### config.mk
export PLATFORM = sky130hd
export DESIGN_NAME = gp5_pin_config
export DESIGN_NICKNAME = d
export VERILOG_FILES = /design/src/verilog/gp5_pkg.sv /design/src/verilog/gp5_pin_cell.sv /design/src/verilog/gp5_pin_config.sv
export VERILOG_INCLUDE_DIRS = /design/src /design/src/verilog
export SDC_FILE = /design/constraint.sdc
export NUM_CORES = 1
export LEC_CHECK = 0
export ABC_AREA = 1
export BUFFER_PORTS_ARGS = -buffer_cell sky130_fd_sc_hd__buf_2
export CAP_MARGIN = 20
export CELL_PAD_IN_SITES_DETAIL_PLACEMENT = 1
export CELL_PAD_IN_SITES_GLOBAL_PLACEMENT = 2
export CORE_MARGIN = 3
export CORE_UTILIZATION = 22
export DETAILED_ROUTE_END_ITERATION = 8
export PLACE_DENSITY = 0.83
export SYNTH_ARGS = -nofsm -noshare
export SYNTH_HDL_FRONTEND = slang
export SYNTH_SLANG_ARGS = --single-unit
export TNS_END_PERCENT = 10
### constraint.sdc
create_clock -name pclk -period 1.3 [get_ports pclk]
set_clock_uncertainty 0.05 [all_clocks]
set_input_delay 0.195 -clock pclk [delete_from_list [all_inputs] [get_ports pclk]]
set_output_delay 0.195 -clock pclk [all_outputs]
set_load 0.01 [all_outputs]
### src/verilog/gp5_cfg.svh
/*
  Constants for the port 5 pin configuration block: register indices,
  byte addresses, field positions, write mask and reset values.
  Assumes it is included by bare name after the package.
*/
`ifndef GP5_CFG_SVH
`define GP5_CFG_SVH

// register indices as numbered on the pin configuration map
`define GP5_IDX_PIN52 10'h041
`define GP5_IDX_PIN53 10'h042
`define GP5_IDX_PIN54 10'h043
`define GP5_IDX_PIN55 10'h044
// byte address on the bus is four times the index
`define GP5_BYTE(idx) ({(idx), 2'b00})

// field positions inside one configuration byte
`define GP5_BIT_DIR 0
`define GP5_BIT_POL 1
`define GP5_BIT_FUNC_LO 2
`define GP5_BIT_FUNC_HI 3
`define GP5_BIT_OD 7

`define GP5_FUNC_GPIO 2'b00
`define GP5_FUNC_ALT 2'b01

// only direction, polarity, function and driver type are writable
`define GP5_WMASK 8'h8f

`define GP5_RST_PIN52 8'h01
`define GP5_RST_PIN53 8'h00
`define GP5_RST_PIN54 8'h01
`define GP5_RST_PIN55 8'h01

`endif

### src/verilog/gp5_pkg.sv
/*
  Types shared by the port 5 pin configuration block.
  Assumes nothing beyond a SystemVerilog compiler.
*/
package gp5_pkg;

  typedef struct packed {
    logic od;
    logic [2:0] rsvd;
    logic [1:0] func;
    logic pol;
    logic dir_in;
  } gp5_cfg_t;

  typedef struct packed {
    logic [3:0] out;
    logic [3:0] oe;
  } gp5_pad_t;

endpackage

### src/verilog/gp5_pin_cell.sv
/*
  One pin driver: direction, polarity, function select and driver type.
  Assumes the configuration byte and drive levels are synchronous to pclk.
*/
`timescale 1ns/10ps
`default_nettype none
`include "gp5_cfg.svh"

module gp5_pin_cell #(
  parameter bit ALT_OUT = 1'b0
) (
  // clock and reset
  input wire logic pclk,
  input wire logic presetn,
  // configuration and internal levels
  input wire gp5_pkg::gp5_cfg_t cfg,
  input wire logic gpio_drive,
  input wire logic alt_drive,
  // pad
  input wire logic pad_in,
  output logic pad_out,
  output logic pad_oe,
  output logic core_in
);
  import gp5_pkg::*;

  logic alt_sel;
  logic is_out;
  logic lvl;

  // reserved encodings 10 and 11 fall back to gpio
  assign alt_sel = (cfg.func == `GP5_FUNC_ALT);
  // alternate signals fix their own direction
  assign is_out = alt_sel ? ALT_OUT : ~cfg.dir_in;
  assign lvl = (alt_sel ? alt_drive : gpio_drive) ^ cfg.pol;

  always_ff @(posedge pclk or negedge presetn) begin
    if (!presetn) begin
      pad_out <= 1'b0;
      pad_oe <= 1'b0;
    end else begin
      // open drain only ever pulls low
      pad_out <= cfg.od ? 1'b0 : lvl;
      pad_oe <= is_out & (cfg.od ? ~lvl : 1'b1);
    end
  end

  always_ff @(posedge pclk or negedge presetn) begin
    if (!presetn) begin
      core_in <= 1'b0;
    end else begin
      core_in <= pad_in ^ cfg.pol;
    end
  end
endmodule
`default_nettype wire

### src/verilog/gp5_pin_config.sv
/*
  Port 5 pins 2..5 configuration registers on APB and their pin muxing.
  Assumes presetn is the standby power-on reset and that main power
  and hard reset arrive as synchronous pulses from an APB master.
*/
// Added by the designer: the APB register port.
`timescale 1ns/10ps
`default_nettype none
`include "gp5_cfg.svh"

module gp5_pin_config #(
  parameter int ADDR_W = 12
) (
  // clock and standby power-on reset
  input wire logic pclk,
  input wire logic presetn,
  // further resets, synchronous, active high
  input wire logic main_power_reset,
  input wire logic hard_reset,
  // apb slave
  input wire logic psel,
  input wire logic penable,
  input wire logic pwrite,
  input wire logic [ADDR_W-1:0] paddr,
  input wire logic [31:0] pwdata,
  input wire logic [3:0] pstrb,
  output logic [31:0] prdata,
  output logic pready,
  output logic pslverr,
  // gpio data side
  input wire logic [3:0] gpio_out_data,
  output logic [3:0] gpio_in_data,
  // second serial port side
  input wire logic serial2_transmit_data,
  input wire logic serial2_request_send_n,
  output logic serial2_receive_data,
  output logic serial2_set_ready_n,
  // pads 5.2 .. 5.5 on bits 0 .. 3
  input wire logic [3:0] pad_in,
  output gp5_pkg::gp5_pad_t pad
);
  import gp5_pkg::*;

  gp5_cfg_t cfg_reg [4];
  logic [31:0] prdata_reg;
  logic [2:0] dec;
  logic wr_en;
  logic [3:0] alt_drive;

  // {hit, index}; used by both the write and the read path
  function automatic logic [2:0] decode(input logic [ADDR_W-1:0] a);
    logic [ADDR_W-1:0] base;
    decode = 3'h0;
    for (int i = 0; i < 4; i++) begin
      base = ADDR_W'(`GP5_BYTE(`GP5_IDX_PIN52 + 10'(i)));
      if (a == base) begin
        decode = {1'b1, 2'(i)};
      end
    end
  endfunction

  function automatic logic [7:0] rst_val(input int i);
    case (i)
      0: rst_val = `GP5_RST_PIN52;
      1: rst_val = `GP5_RST_PIN53;
      2: rst_val = `GP5_RST_PIN54;
      default: rst_val = `GP5_RST_PIN55;
    endcase
  endfunction

  function automatic logic is_alt(input gp5_cfg_t c);
    is_alt = (c.func == `GP5_FUNC_ALT);
  endfunction

  assign dec = decode(paddr);
  // zero wait states: read data was captured in the setup cycle
  assign pready = psel & penable;
  assign pslverr = psel & penable & ~dec[2];
  assign prdata = prdata_reg;
  assign wr_en = psel & penable & pwrite & dec[2] & pstrb[0];

  // configuration registers
  for (genvar g = 0; g < 4; g++) begin : g_reg
    always_ff @(posedge pclk or negedge presetn) begin
      if (!presetn) begin
        cfg_reg[g] <= rst_val(g);
      end else if ((g == 1) && (main_power_reset || hard_reset)) begin
        cfg_reg[g] <= `GP5_RST_PIN53;
      end else if (wr_en && (dec[1:0] == 2'(g))) begin
        cfg_reg[g] <= pwdata[7:0] & `GP5_WMASK;
      end
    end
  end

  // read capture; unmapped addresses read zero
  always_ff @(posedge pclk or negedge presetn) begin
    if (!presetn) begin
      prdata_reg <= 32'h0;
    end else if (psel && !penable) begin
      prdata_reg <= dec[2] ? {24'h0, cfg_reg[dec[1:0]]} : 32'h0;
    end
  end

  // only pins 5.3 and 5.5 have an alternate output to drive
  assign alt_drive = {serial2_request_send_n, 1'b0,
                      serial2_transmit_data, 1'b0};

  for (genvar g = 0; g < 4; g++) begin : g_pin
    gp5_pin_cell #(.ALT_OUT(g[0])) u_cell (
      .pclk(pclk),
      .presetn(presetn),
      .cfg(cfg_reg[g]),
      .gpio_drive(gpio_out_data[g]),
      .alt_drive(alt_drive[g]),
      .pad_in(pad_in[g]),
      .pad_out(pad.out[g]),
      .pad_oe(pad.oe[g]),
      .core_in(gpio_in_data[g])
    );
  end

  // idle level given to the serial port when the pin is a gpio
  always_ff @(posedge pclk or negedge presetn) begin
    if (!presetn) begin
      serial2_receive_data <= 1'b1;
      serial2_set_ready_n <= 1'b1;
    end else begin
      serial2_receive_data <= is_alt(cfg_reg[0]) ?
        (pad_in[0] ^ cfg_reg[0].pol) : 1'b1;
      serial2_set_ready_n <= is_alt(cfg_reg[2]) ?
        (pad_in[2] ^ cfg_reg[2].pol) : 1'b1;
    end
  end
endmodule
`default_nettype wire

## Yosys cells after proc, flatten, opt, wreduce, memory -nomap -nowiden

Index checks and enable logic that the tools add are counted.

| word-level totals | value |
|---|---|
| register bits after elaboration | 69 |
| bits in latches | 0 |
| bits in writable memories | 0 |
| ROM bits | 0 |
| input port bits | 65 |
| output and inout port bits | 48 |
| word-level logic and storage cells | 108 |
| memories kept | 0 |

| operators by class | value |
|---|---|
| add/subtract/negate cells | 0 |
| multiply operators | 0 |
| divide/modulo/power cells | 0 |
| order comparisons | 1 |
| equal/unequal tests | 11 |
| shifts and indexed selects | 0 |
| mux-type cells | 28 |
| bitwise gates (word level) | 27 |
| reduce and logical (&&, ||, !) cells | 9 |

Operators by type and width:

| operator | number |
|---|---|
| == test 12 x 9 -> 1 bit (second input constant) | 4 |
| 2-to-1 mux 8 bit | 5 |
| 2-to-1 mux 1 bit | 18 |
| binary-select mux 8 bit (select 2 bit) | 1 |
| 2-to-1 mux 3 bit | 4 |
| == test 2 x 1 -> 1 bit (second input constant) | 5 |
| bitwise AND 1 bit | 9 |
| inverter 1 bit | 9 |
| XOR 1 bit | 8 |
| logical AND 1 bit | 5 |
| == test 2 bit (second input constant) | 2 |
| greater-or-equal comparator 3 bit (second input constant) | 1 |
| inverter 2 -> 3 bit | 1 |
| zero test 2 bit | 1 |
| nonzero test 2 bit | 1 |
| zero test 1 bit | 1 |
| logical OR 1 bit | 1 |

## Longest topological paths before layout

Gate-level depths: netlist (run 1).

| depth | value |
|---|---|
| depth in word-level cells | 10 |
| gate-level depth with buffers | 11 |
| mapped depth without buffers | 11 |

## Modules after synthesis

Synthesis (run 1) repeated with hierarchy kept, for this count alone.

| unflattened totals | value |
|---|---|
| cell total of the unflattened synthesis | 340 |
| area total of the unflattened synthesis | 2,511.2 µm² |

Modules (own cells, without submodules):

| module | instances | cells an instance | area an instance (µm²) | seq. area each (µm²) |
|---|---|---|---|---|
| gp5_pin_config | 1 | 256 | 1,823.0 | 681.9 |
| gp5_pin_cell at g_pin[1].u_cell ... | 2 | 21 | 173.9 | 75.1 |
| gp5_pin_cell at g_pin[0].u_cell ... | 2 | 21 | 170.2 | 75.1 |

## Least setup slack after synthesis (run 1)

OpenSTA, ideal clock, no wires.

| timing | value |
|---|---|
| kind | input -> register |
| from | input port paddr[9] |
| to | register cfg_reg[31] (netlist bit) |
| library setup time | 0.121 ns |
| arrival time | 1.074 ns |
| data required time | 1.129 ns |
| path slack | 0.055 ns |
| stages | 10 |
| buffers on the path | 0 |
| path through | inv_1 > nand2_2 > nor2_8 > nand3_2 > nand3_4 > nand2_2 > clkinv_4 > nand2_4 > nand2_1 > o21ai_1 |

| between the ends | value |
|---|---|
| longest elaborated chain between the ends | 8 |
| elaborated cells on any way between the ends | 12 |
| classes of those cells | eq/ne (4); mux (4); bitwise (2); reduce/logical (2) |

Ends and longest elaborated chain:

| item | line | source |
|---|---|---|
| start: declaration | gp5_pin_config.sv:24 | `input wire logic [ADDR_W-1:0] paddr,` |
| == test 12 x 9 -> 1 bit | gp5_pin_config.sv:56 | `if (a == base) begin` |
| 2-to-1 mux 3 bit (3 in series) | gp5_pin_config.sv:56 |  |
| 2-to-1 mux 3 bit * | gp5_pin_config.sv:56 |  |
| bitwise AND 1 bit (2 in series) | gp5_pin_config.sv:80 | `assign wr_en = psel & penable & pwrite & dec[2] & pstrb[0];` |
| logical AND 1 bit * | gp5_pin_config.sv:89 | `end else if (wr_en && (dec[1:0] == 2'(g))) begin` |
| end signal: indexed assignment | gp5_pin_config.sv:86 | `cfg_reg[g] <= rst_val(g);` |
| end signal: indexed assignment | gp5_pin_config.sv:88 | `` cfg_reg[g] <= `GP5_RST_PIN53; `` |
| end signal: indexed assignment | gp5_pin_config.sv:90 | `` cfg_reg[g] <= pwdata[7:0] & `GP5_WMASK; `` |
| end: declaration | gp5_pin_config.sv:44 | `gp5_cfg_t cfg_reg [4];` |

Every way passes the cells marked *; elsewhere a longest branch is shown, timed or not.
A chain may end at the register's enable or synchronous reset.

## Final worst setup path (run 1)

| timing | value |
|---|---|
| from | input port paddr[2] |
| to | output port pslverr |

| between the ends | value |
|---|---|
| longest elaborated chain between the ends | 7 |
| elaborated cells on any way between the ends | 10 |
| classes of those cells | eq/ne (4); mux (4); bitwise (2) |

Ends and longest elaborated chain:

| item | line | source |
|---|---|---|
| == test 12 x 9 -> 1 bit | gp5_pin_config.sv:56 |  |
| 2-to-1 mux 3 bit (3 in series) | gp5_pin_config.sv:56 |  |
| 2-to-1 mux 3 bit * | gp5_pin_config.sv:56 |  |
| inverter 1 bit * | gp5_pin_config.sv:78 | `assign pslverr = psel & penable & ~dec[2];` |
| bitwise AND 1 bit * | gp5_pin_config.sv:78 |  |
| end: declaration | gp5_pin_config.sv:29 | `output logic pslverr,` |

Marked as above.

==> summary.md, run 1 <==
| Metric | Value |
|---|---|
| Core area | `10510 sq um` |
| Synth Area in Compound Gates | `about 5.0%` |
| Slew Limit Fails | `0` |
| Synth Warn # | `0` |
| Final setup fails | `0` |
| Post-layout minimum cycle time | `roughly 1300 ps` |
| Layout area overhead | `30.07%` |
| Outcome | `finished clean` |
| Die area | `12320 sq um` |
| Post-Synth XOR/XNOR Area | `2.166%` |
| Largest net degree at the start of global routing | `29` |
| Number of distinct library cells after synthesis | `29` |
| Largest family of logic cells by synthesized area | `simple AND/OR/NAND/NOR gates` |
| Pre-CTS setup slack | `-252.9 ps` |
| Post-synth top area share | `roughly a third` |
| Max Fclk | `roughly 0.78 GHz` |
| Worst path top cell family by delay | `simple AND/OR/NAND/NOR gates` |
| Layout cells sized above 1 | `between 30% and 40%` |
| Final WS setup | `18.12 ps` |
| Worst-path clk slew | `approximately 80 ps` |
| Post-route cell area | `roughly 3200 sq um` |
| Nets | `460` |
| Setup crit start | `paddr[2]` |
| CTS tree | `built` |
| Worst hold start | `pad_in[1]` |
| FF+latch count, synth | `39` |
| Mapped Area | `approximately 2400 sq um` |
| Placed Cells | `around 500` |
| Drc violations | `0` |
| DP Wirelength | `a little over 5000 um` |
| Num CTS Buffers | `5` |
| Critical Setup Path Class | `in -> out` |
| Clock Sinks | `39` |
| LEAKAGE | `1.652 nW` |
| Final std cells w/o fill | `around 530` |
| Final ANT Viol Nets | `0` |
| Ys flop type | `dfrtp_1` |
| Initial DRC count | `58` |
| Post-synthesis cell count | `312` |
| Grt total ovfl | `0` |
| Die H | `roughly 110 um` |
| IO Port Bufs | `55` |
| Max incr delay on CP | `130 ps` |
| RSZ-0062 raised after global routing | `true` |
| Final Hold Fails | `0` |
| Drt first pass iters | `4` |
| First-pass GRT wire length | `~10000 um` |
| Crit path capture | `pslverr` |
| Worst hold path class | `in -> reg` |
| Avg WL per Cell | `12.50 um` |
| Worst Setup End Kind | `output port` |
| Io pins | `around 110` |
| Adder-Cell Fraction of Synth Area | `0%` |
| Most frequent cells in the layout | `nand2_1, buf_2, dfrtp_1, buf_4, inv_1` |
| Initial antenna violation count | `0` |
| Drt via density | `approximately 4.1` |
| Chip width | `about 110 um` |
| Clk root buf | `clkbuf_8` |
| Post-synthesis mux area share | `0%` |
| Slowest CP cell | `buf_4` |
| PwrDens | `~760 nW/um^2` |
| Max-cap violations | `0` |
| Critical path fanouts, max | `3` |
| Largest vdd supply drop | `about 400 uV` |
| Final Cycle Share | `between 90% and 100%` |
| Internal reg-to-reg setup slack | `~30 ps` |
| Buffers & Inverters on Critical Path | `4` |
| Cell taking the most area after synthesis | `dfrtp_1` |
| CTS Buffer Depth | `2` |
| Crit start category | `input pin` |
| CP Depth | `9` |
| WL final | `around 6600 um` |
| Average size of a mapped cell | `7.776 sq um` |
| Vias in the first global route | `approximately 2200` |
| Top cells by area, synth | `dfrtp_1, nand2_1, buf_4` |
| Starting Density | `a little under a quarter` |
| Simple-gate share of the synthesized area | `between 30% and 40%` |
| Total track usage | `between 10% and 20%` |
| FF-to-FF path depth | `5` |
| Seq/Total Area, Yosys | `40.48%` |
| Vias | `2156` |
| Post-synth EDFFs | `0` |
| Number of diodes | `0` |
| Reg2Reg Capture Point | `g_pin[0].u_cell.pad_oe` |
| Row count | `37` |
| Async SR Flop Fraction | `between 90% and 100%` |
| Final setup TNS | `0 ps` |
| Crit path cell chain | `buf_2 -> inv_2 -> buf_4 -> nand3_1 -> nand2_2 -> nand2_2 -> nand3_4 -> nor2_2 -> buf_2` |
| H-Tree Depth | `2` |
| Max reg flops | `20` |
| Worst EP required | `between 1000 and 1500 ps` |
| Placed inst area | `2846 sq um` |
| Worst hold stages | `2` |
| Placer Congestion | `between 0.7 and 0.8` |
| Arr. time, crit path | `1040 ps` |
| Reg2reg start | `cfg_reg[26]` |
| Most common cell after layout, fill and taps aside | `nand2_1` |
| Clock latency on the worst-skew pair | `roughly 300 ps` |
| Design Power | `between 0.002 and 0.0025 W` |
## worst min path at each step
| stage | end | slack [ps] |
|---|---|---|
| finish | g_pin[1].u_cell.core_in | 20 |
| global route | g_pin[1].u_cell.core_in | 6 |
| CTS | g_pin[1].u_cell.core_in | 10 |
| detailed placement | prdata[1] | 60 |
| global placement | prdata[1] | 60 |
| floorplan | cfg_reg[10] | -150 |
## per-stage QoR
stage | hold WS (ps) | utilization (%)
2_1_floorplan | -150.6 | -
3_3_place_gp | 60.77 | 27.09
3_5_place_dp | 59.53 | 27.09
4_1_cts | 14.77 | 28.40
5_1_grt | 6.209 | 30.03
6_report | 18.78 | 30.03
## cells by family (layout without fill, tap and decap cells)
kind of cell,count (synthesis),in the layout
AOI/OAI and AO/OA,22,22
xor gates and xnor gates,6,6
DFF,39,39
and+or+nand+nor,159,160
buffers and inverters,85,141
other,1,27
## repair_timing
item	4_1_cts	5_1_grt
endpoints found under the setup margin	2	26
hold endpoints to repair	11	0
pin swaps	1	13
resized for setup	4	32
hold buffers	1	0
setup buffers	3	6
gates cloned	0	2
## synth_stat cells (all sizes together) (2+ instances only)
master,instances
buf,41
clkinv,2
nor2,28
dfrtp,34
nand2,92
nand3,34
inv,42
a211o,2
xor2,5
dfstp,5
or2,3
o21ai,18
## worst register-to-register path, stage by stage, from the launching register on
cell and delay (ps):
dfrtp_1 410, inv_1 80, o21ai_0 220, xor2_1 220, a211o_1 150, inv_1 40
## power breakdown
part	switching [W]	internal [W]	total, W
Sequential	0.00000385	0.00123	0.00123
Clock	0.000436	0.000417	0.000853
Combinational	0.000192	0.000118	0.000310
Total	0.000632	0.00176	0.00239
## per-layer routing
metal	routed length (um)	GRT usage (%)	share of wire [%]	vias to the layer above
met5	0	0	0	-
met4	89	2.920	1.3	0
met3	356	2.183	5.4	9
met2	3447	18.00	52	55
met1	2747	12.57	41	1024
li1	-	-	-	1068
## layout make-up
| type | count | area (sq um) |
|---|---|---|
| fillers | 1303 | 7353 |
| multi-input cells | 215 | 1154 |
| flip-flops and latches | 39 | 982.2 |
| repair buffers | 90 | 586.8 |
| inverters | 44 | 175.2 |
| well taps | 136 | 170.2 |
| clock buffers | 6 | 82.58 |
| clock inverters | 1 | 5.005 |
Note: power is estimated with default switching activity, not from simulation.
==> inputs of run 2 (changes only) <==
CORE_MARGIN = 2   (was 3)
CORE_UTILIZATION = 23   (was 22)
CTS_BUF_LIST = sky130_fd_sc_hd__clkbuf_4   (was unset)
GPL_TIMING_DRIVEN = 0   (was unset)
PLACE_DENSITY = 0.86   (was 0.83)
==> run 2 against run 1 <==
Net effect: worst hold slack better by 6.5 ps; die area decreased by 7.6%; via count fell by 0.46%; final cell count increased by 3.6%; clock power fell by 23%; sequential power hardly changed; cell area is 0.40% higher; sequential cell count unchanged; non-clock buffer count rose by 19; largest power group unchanged.
==> summary.md, run 2 (synthesized netlist as in run 1, its figures left out) <==
| Metric | Value |
|---|---|
| Drt first pass iters | `4 (unchanged)` |
| Slew Limit Fails | `0 (unchanged)` |
| Number of diodes | `0 (unchanged)` |
| Core area | `10280 sq um (was 10510 sq um)` |
| Total track usage | `11.53% (was 10.23%)` |
| Clock Sinks | `39 (unchanged)` |
| Design Power | `0.002232 W (was 0.002393 W)` |
| Starting Density | `23.61% (was 23.09%)` |
| Grt total ovfl | `0 (unchanged)` |
| Worst Setup End Kind | `output port (unchanged)` |
| Final Cycle Share | `97.41% (was 98.61%)` |
| Clock latency on the worst-skew pair | `350 ps (was 300 ps)` |
| Max Fclk | `0.7897 GHz (was 0.7801 GHz)` |
| Outcome | `finished clean (unchanged)` |
| Initial antenna violation count | `0 (unchanged)` |
| Arr. time, crit path | `1020 ps (was 1040 ps)` |
| CTS tree | `built (unchanged)` |
| Slew at the pin closest to its max-slew limit | `553.8 ps` |
| Vias | `2146 (was 2156)` |
| Final setup fails | `0 (unchanged)` |
| Avg WL per Cell | `11.33 um (was 12.50 um)` |
| Critical path fanouts, max | `6 (was 3)` |
| Internal reg-to-reg setup slack | `70 ps (was 30 ps)` |
| Chip width | `106.7 um (was 111.0 um)` |
| Placer Congestion | `0.7835 (was 0.7735)` |
| Crit start category | `input pin (unchanged)` |
| Worst-path clk slew | `120 ps (was 80 ps)` |
| Max transition margin | `a little over three fifths` |
| LEAKAGE | `1.714 nW (was 1.652 nW)` |
| Placed inst area | `2969 sq um (was 2846 sq um)` |
| Largest net degree at the start of global routing | `40 (was 29)` |
| Max reg flops | `20 (unchanged)` |
| Layout cells sized above 1 | `36.96% (was 38.23%)` |
| Layout area overhead | `30.58% (was 30.07%)` |
| Most common cell after layout, fill and taps aside | `nand2_1 (unchanged)` |
| Post-route cell area | `3168 sq um (was 3156 sq um)` |
| IO Port Bufs | `55 (unchanged)` |
| H-Tree Depth | `2 (unchanged)` |
| CTS Buffer Depth | `2 (unchanged)` |
| Die H | `106.7 um (was 111.0 um)` |
| Num CTS Buffers | `5 (unchanged)` |
| Clk root buf | `clkbuf_4 (was clkbuf_8)` |
| Nets | `478 (was 460)` |
| Drt via density | `3.902 (was 4.060)` |
| WL final | `6231 um (was 6640 um)` |
| Critical Setup Path Class | `in -> out (unchanged)` |
| Row count | `37 (unchanged)` |
| Worst EP required | `1050 ps (about the same)` |
| Final ANT Viol Nets | `0 (unchanged)` |
| Initial DRC count | `45 (was 58)` |
| RSZ-0062 raised after global routing | `true (unchanged)` |
| Largest vdd supply drop | `289.3 uV (was 409.3 uV)` |
| Util after Layout | `30.83% (was 30.03%)` |
| Final Hold Fails | `0 (unchanged)` |
| First-pass GRT wire length | `10450 um (was 10310 um)` |
| Vias in the first global route | `2225 (was 2177)` |
| Worst hold path class | `in -> reg (unchanged)` |
| Max-cap violations | `0 (unchanged)` |
| Post-layout minimum cycle time | `1266 ps (was 1282 ps)` |
| Most frequent cells in the layout | `nand2_1, buf_2, buf_4, dfrtp_1, inv_1 (was nand2_1, buf_2, dfrtp_1, buf_4, inv_1)` |
| DP Wirelength | `4924 um (was 5149 um)` |
| PwrDens | `704.5 nW/um^2 (was 758.4 nW/um^2)` |
| Drc violations | `0 (unchanged)` |
| Die area | `11390 sq um (was 12320 sq um)` |
| Io pins | `113 (unchanged)` |
## run 2: cell count changes in the layout (fill, tap and decap cells not counted), moves of 4 or more
cell           change
buf_4             +13
clkbuf_4           +8
clkbuf_8           -6
dlygate4sd3_1      +5
nor2_1             +4
## run 2: layout make-up
type,count,area [sq um]
fill,1273,7109
multi-input combinational,214,1079
sequential,39,982.2
timing repair buffer,68,394.1
buffer,41,315.3
inverter,44,170.2
tap,136,170.2
clock buffer,7,52.55
clock inverter,1,5.005
## run 2: power breakdown
part	internal (W)	switching [W]	total (W)
Clock	0.000253	0.000404	0.000657
Combinational	0.000159	0.000185	0.000344
Sequential	0.00123	0.00000410	0.00123
## run 2: repair_timing
action / in CTS / in global routing
endpoints found under the hold margin: 39 / 0
pin swaps: 7 / 4
endpoints found under the setup margin: 3 / 24
hold buffers: 6 / 0
buffers inserted: 6 / 1
resized for setup: 3 / 9
## run 2: through the flow
stage | setup slack, ps | hold WS (ps) | TNS [ps] | std cells
2_1_floorplan | 55.15 | -150.6 | 0 | 338
3_3_place_gp | -201.2 | 320.0 | -4253 | 529
3_5_place_dp | -250.0 | 330.0 | -5363 | 529
4_1_cts | 20.39 | 9.409 | 0 | 549
5_1_grt | -38.77 | 2.421 | -91.57 | 550
6_report | 33.66 | 25.26 | 0 | 550
## run 2: worst paths after layout
| check | endpoint | cells after the start | from |
|---|---|---|---|
| min in group asynchronous | cfg_reg[7] | 2 | presetn |
| max | pslverr | 8 | paddr[10] |
| max reg2reg | g_pin[1].u_cell.pad_oe | 7 | cfg_reg[19] |
| min | cfg_reg[16] | 3 | pwdata[0] |
| max in group asynchronous | cfg_reg[24] | 2 | presetn |
| min reg2reg | g_pin[1].u_cell.pad_out | 1 | cfg_reg[23] |
## run 2: routing by layer
layer / track usage, % / up-vias / wire length [um]
met1: 14.35 / 992 / 2763
li1: - / 1100 / -
met5: 0 / - / 0
met3: 2.006 / 8 / 259
met2: 20.38 / 46 / 3125
met4: 3.340 / 0 / 82
## run 2: critical path, cell delays in order
cell and delay, ps:
buf_2 110, inv_1 60, nand2_2 90, nor2_8 150, nand3_4 140, nand3_4 110
nor2_1 40, buf_2 140
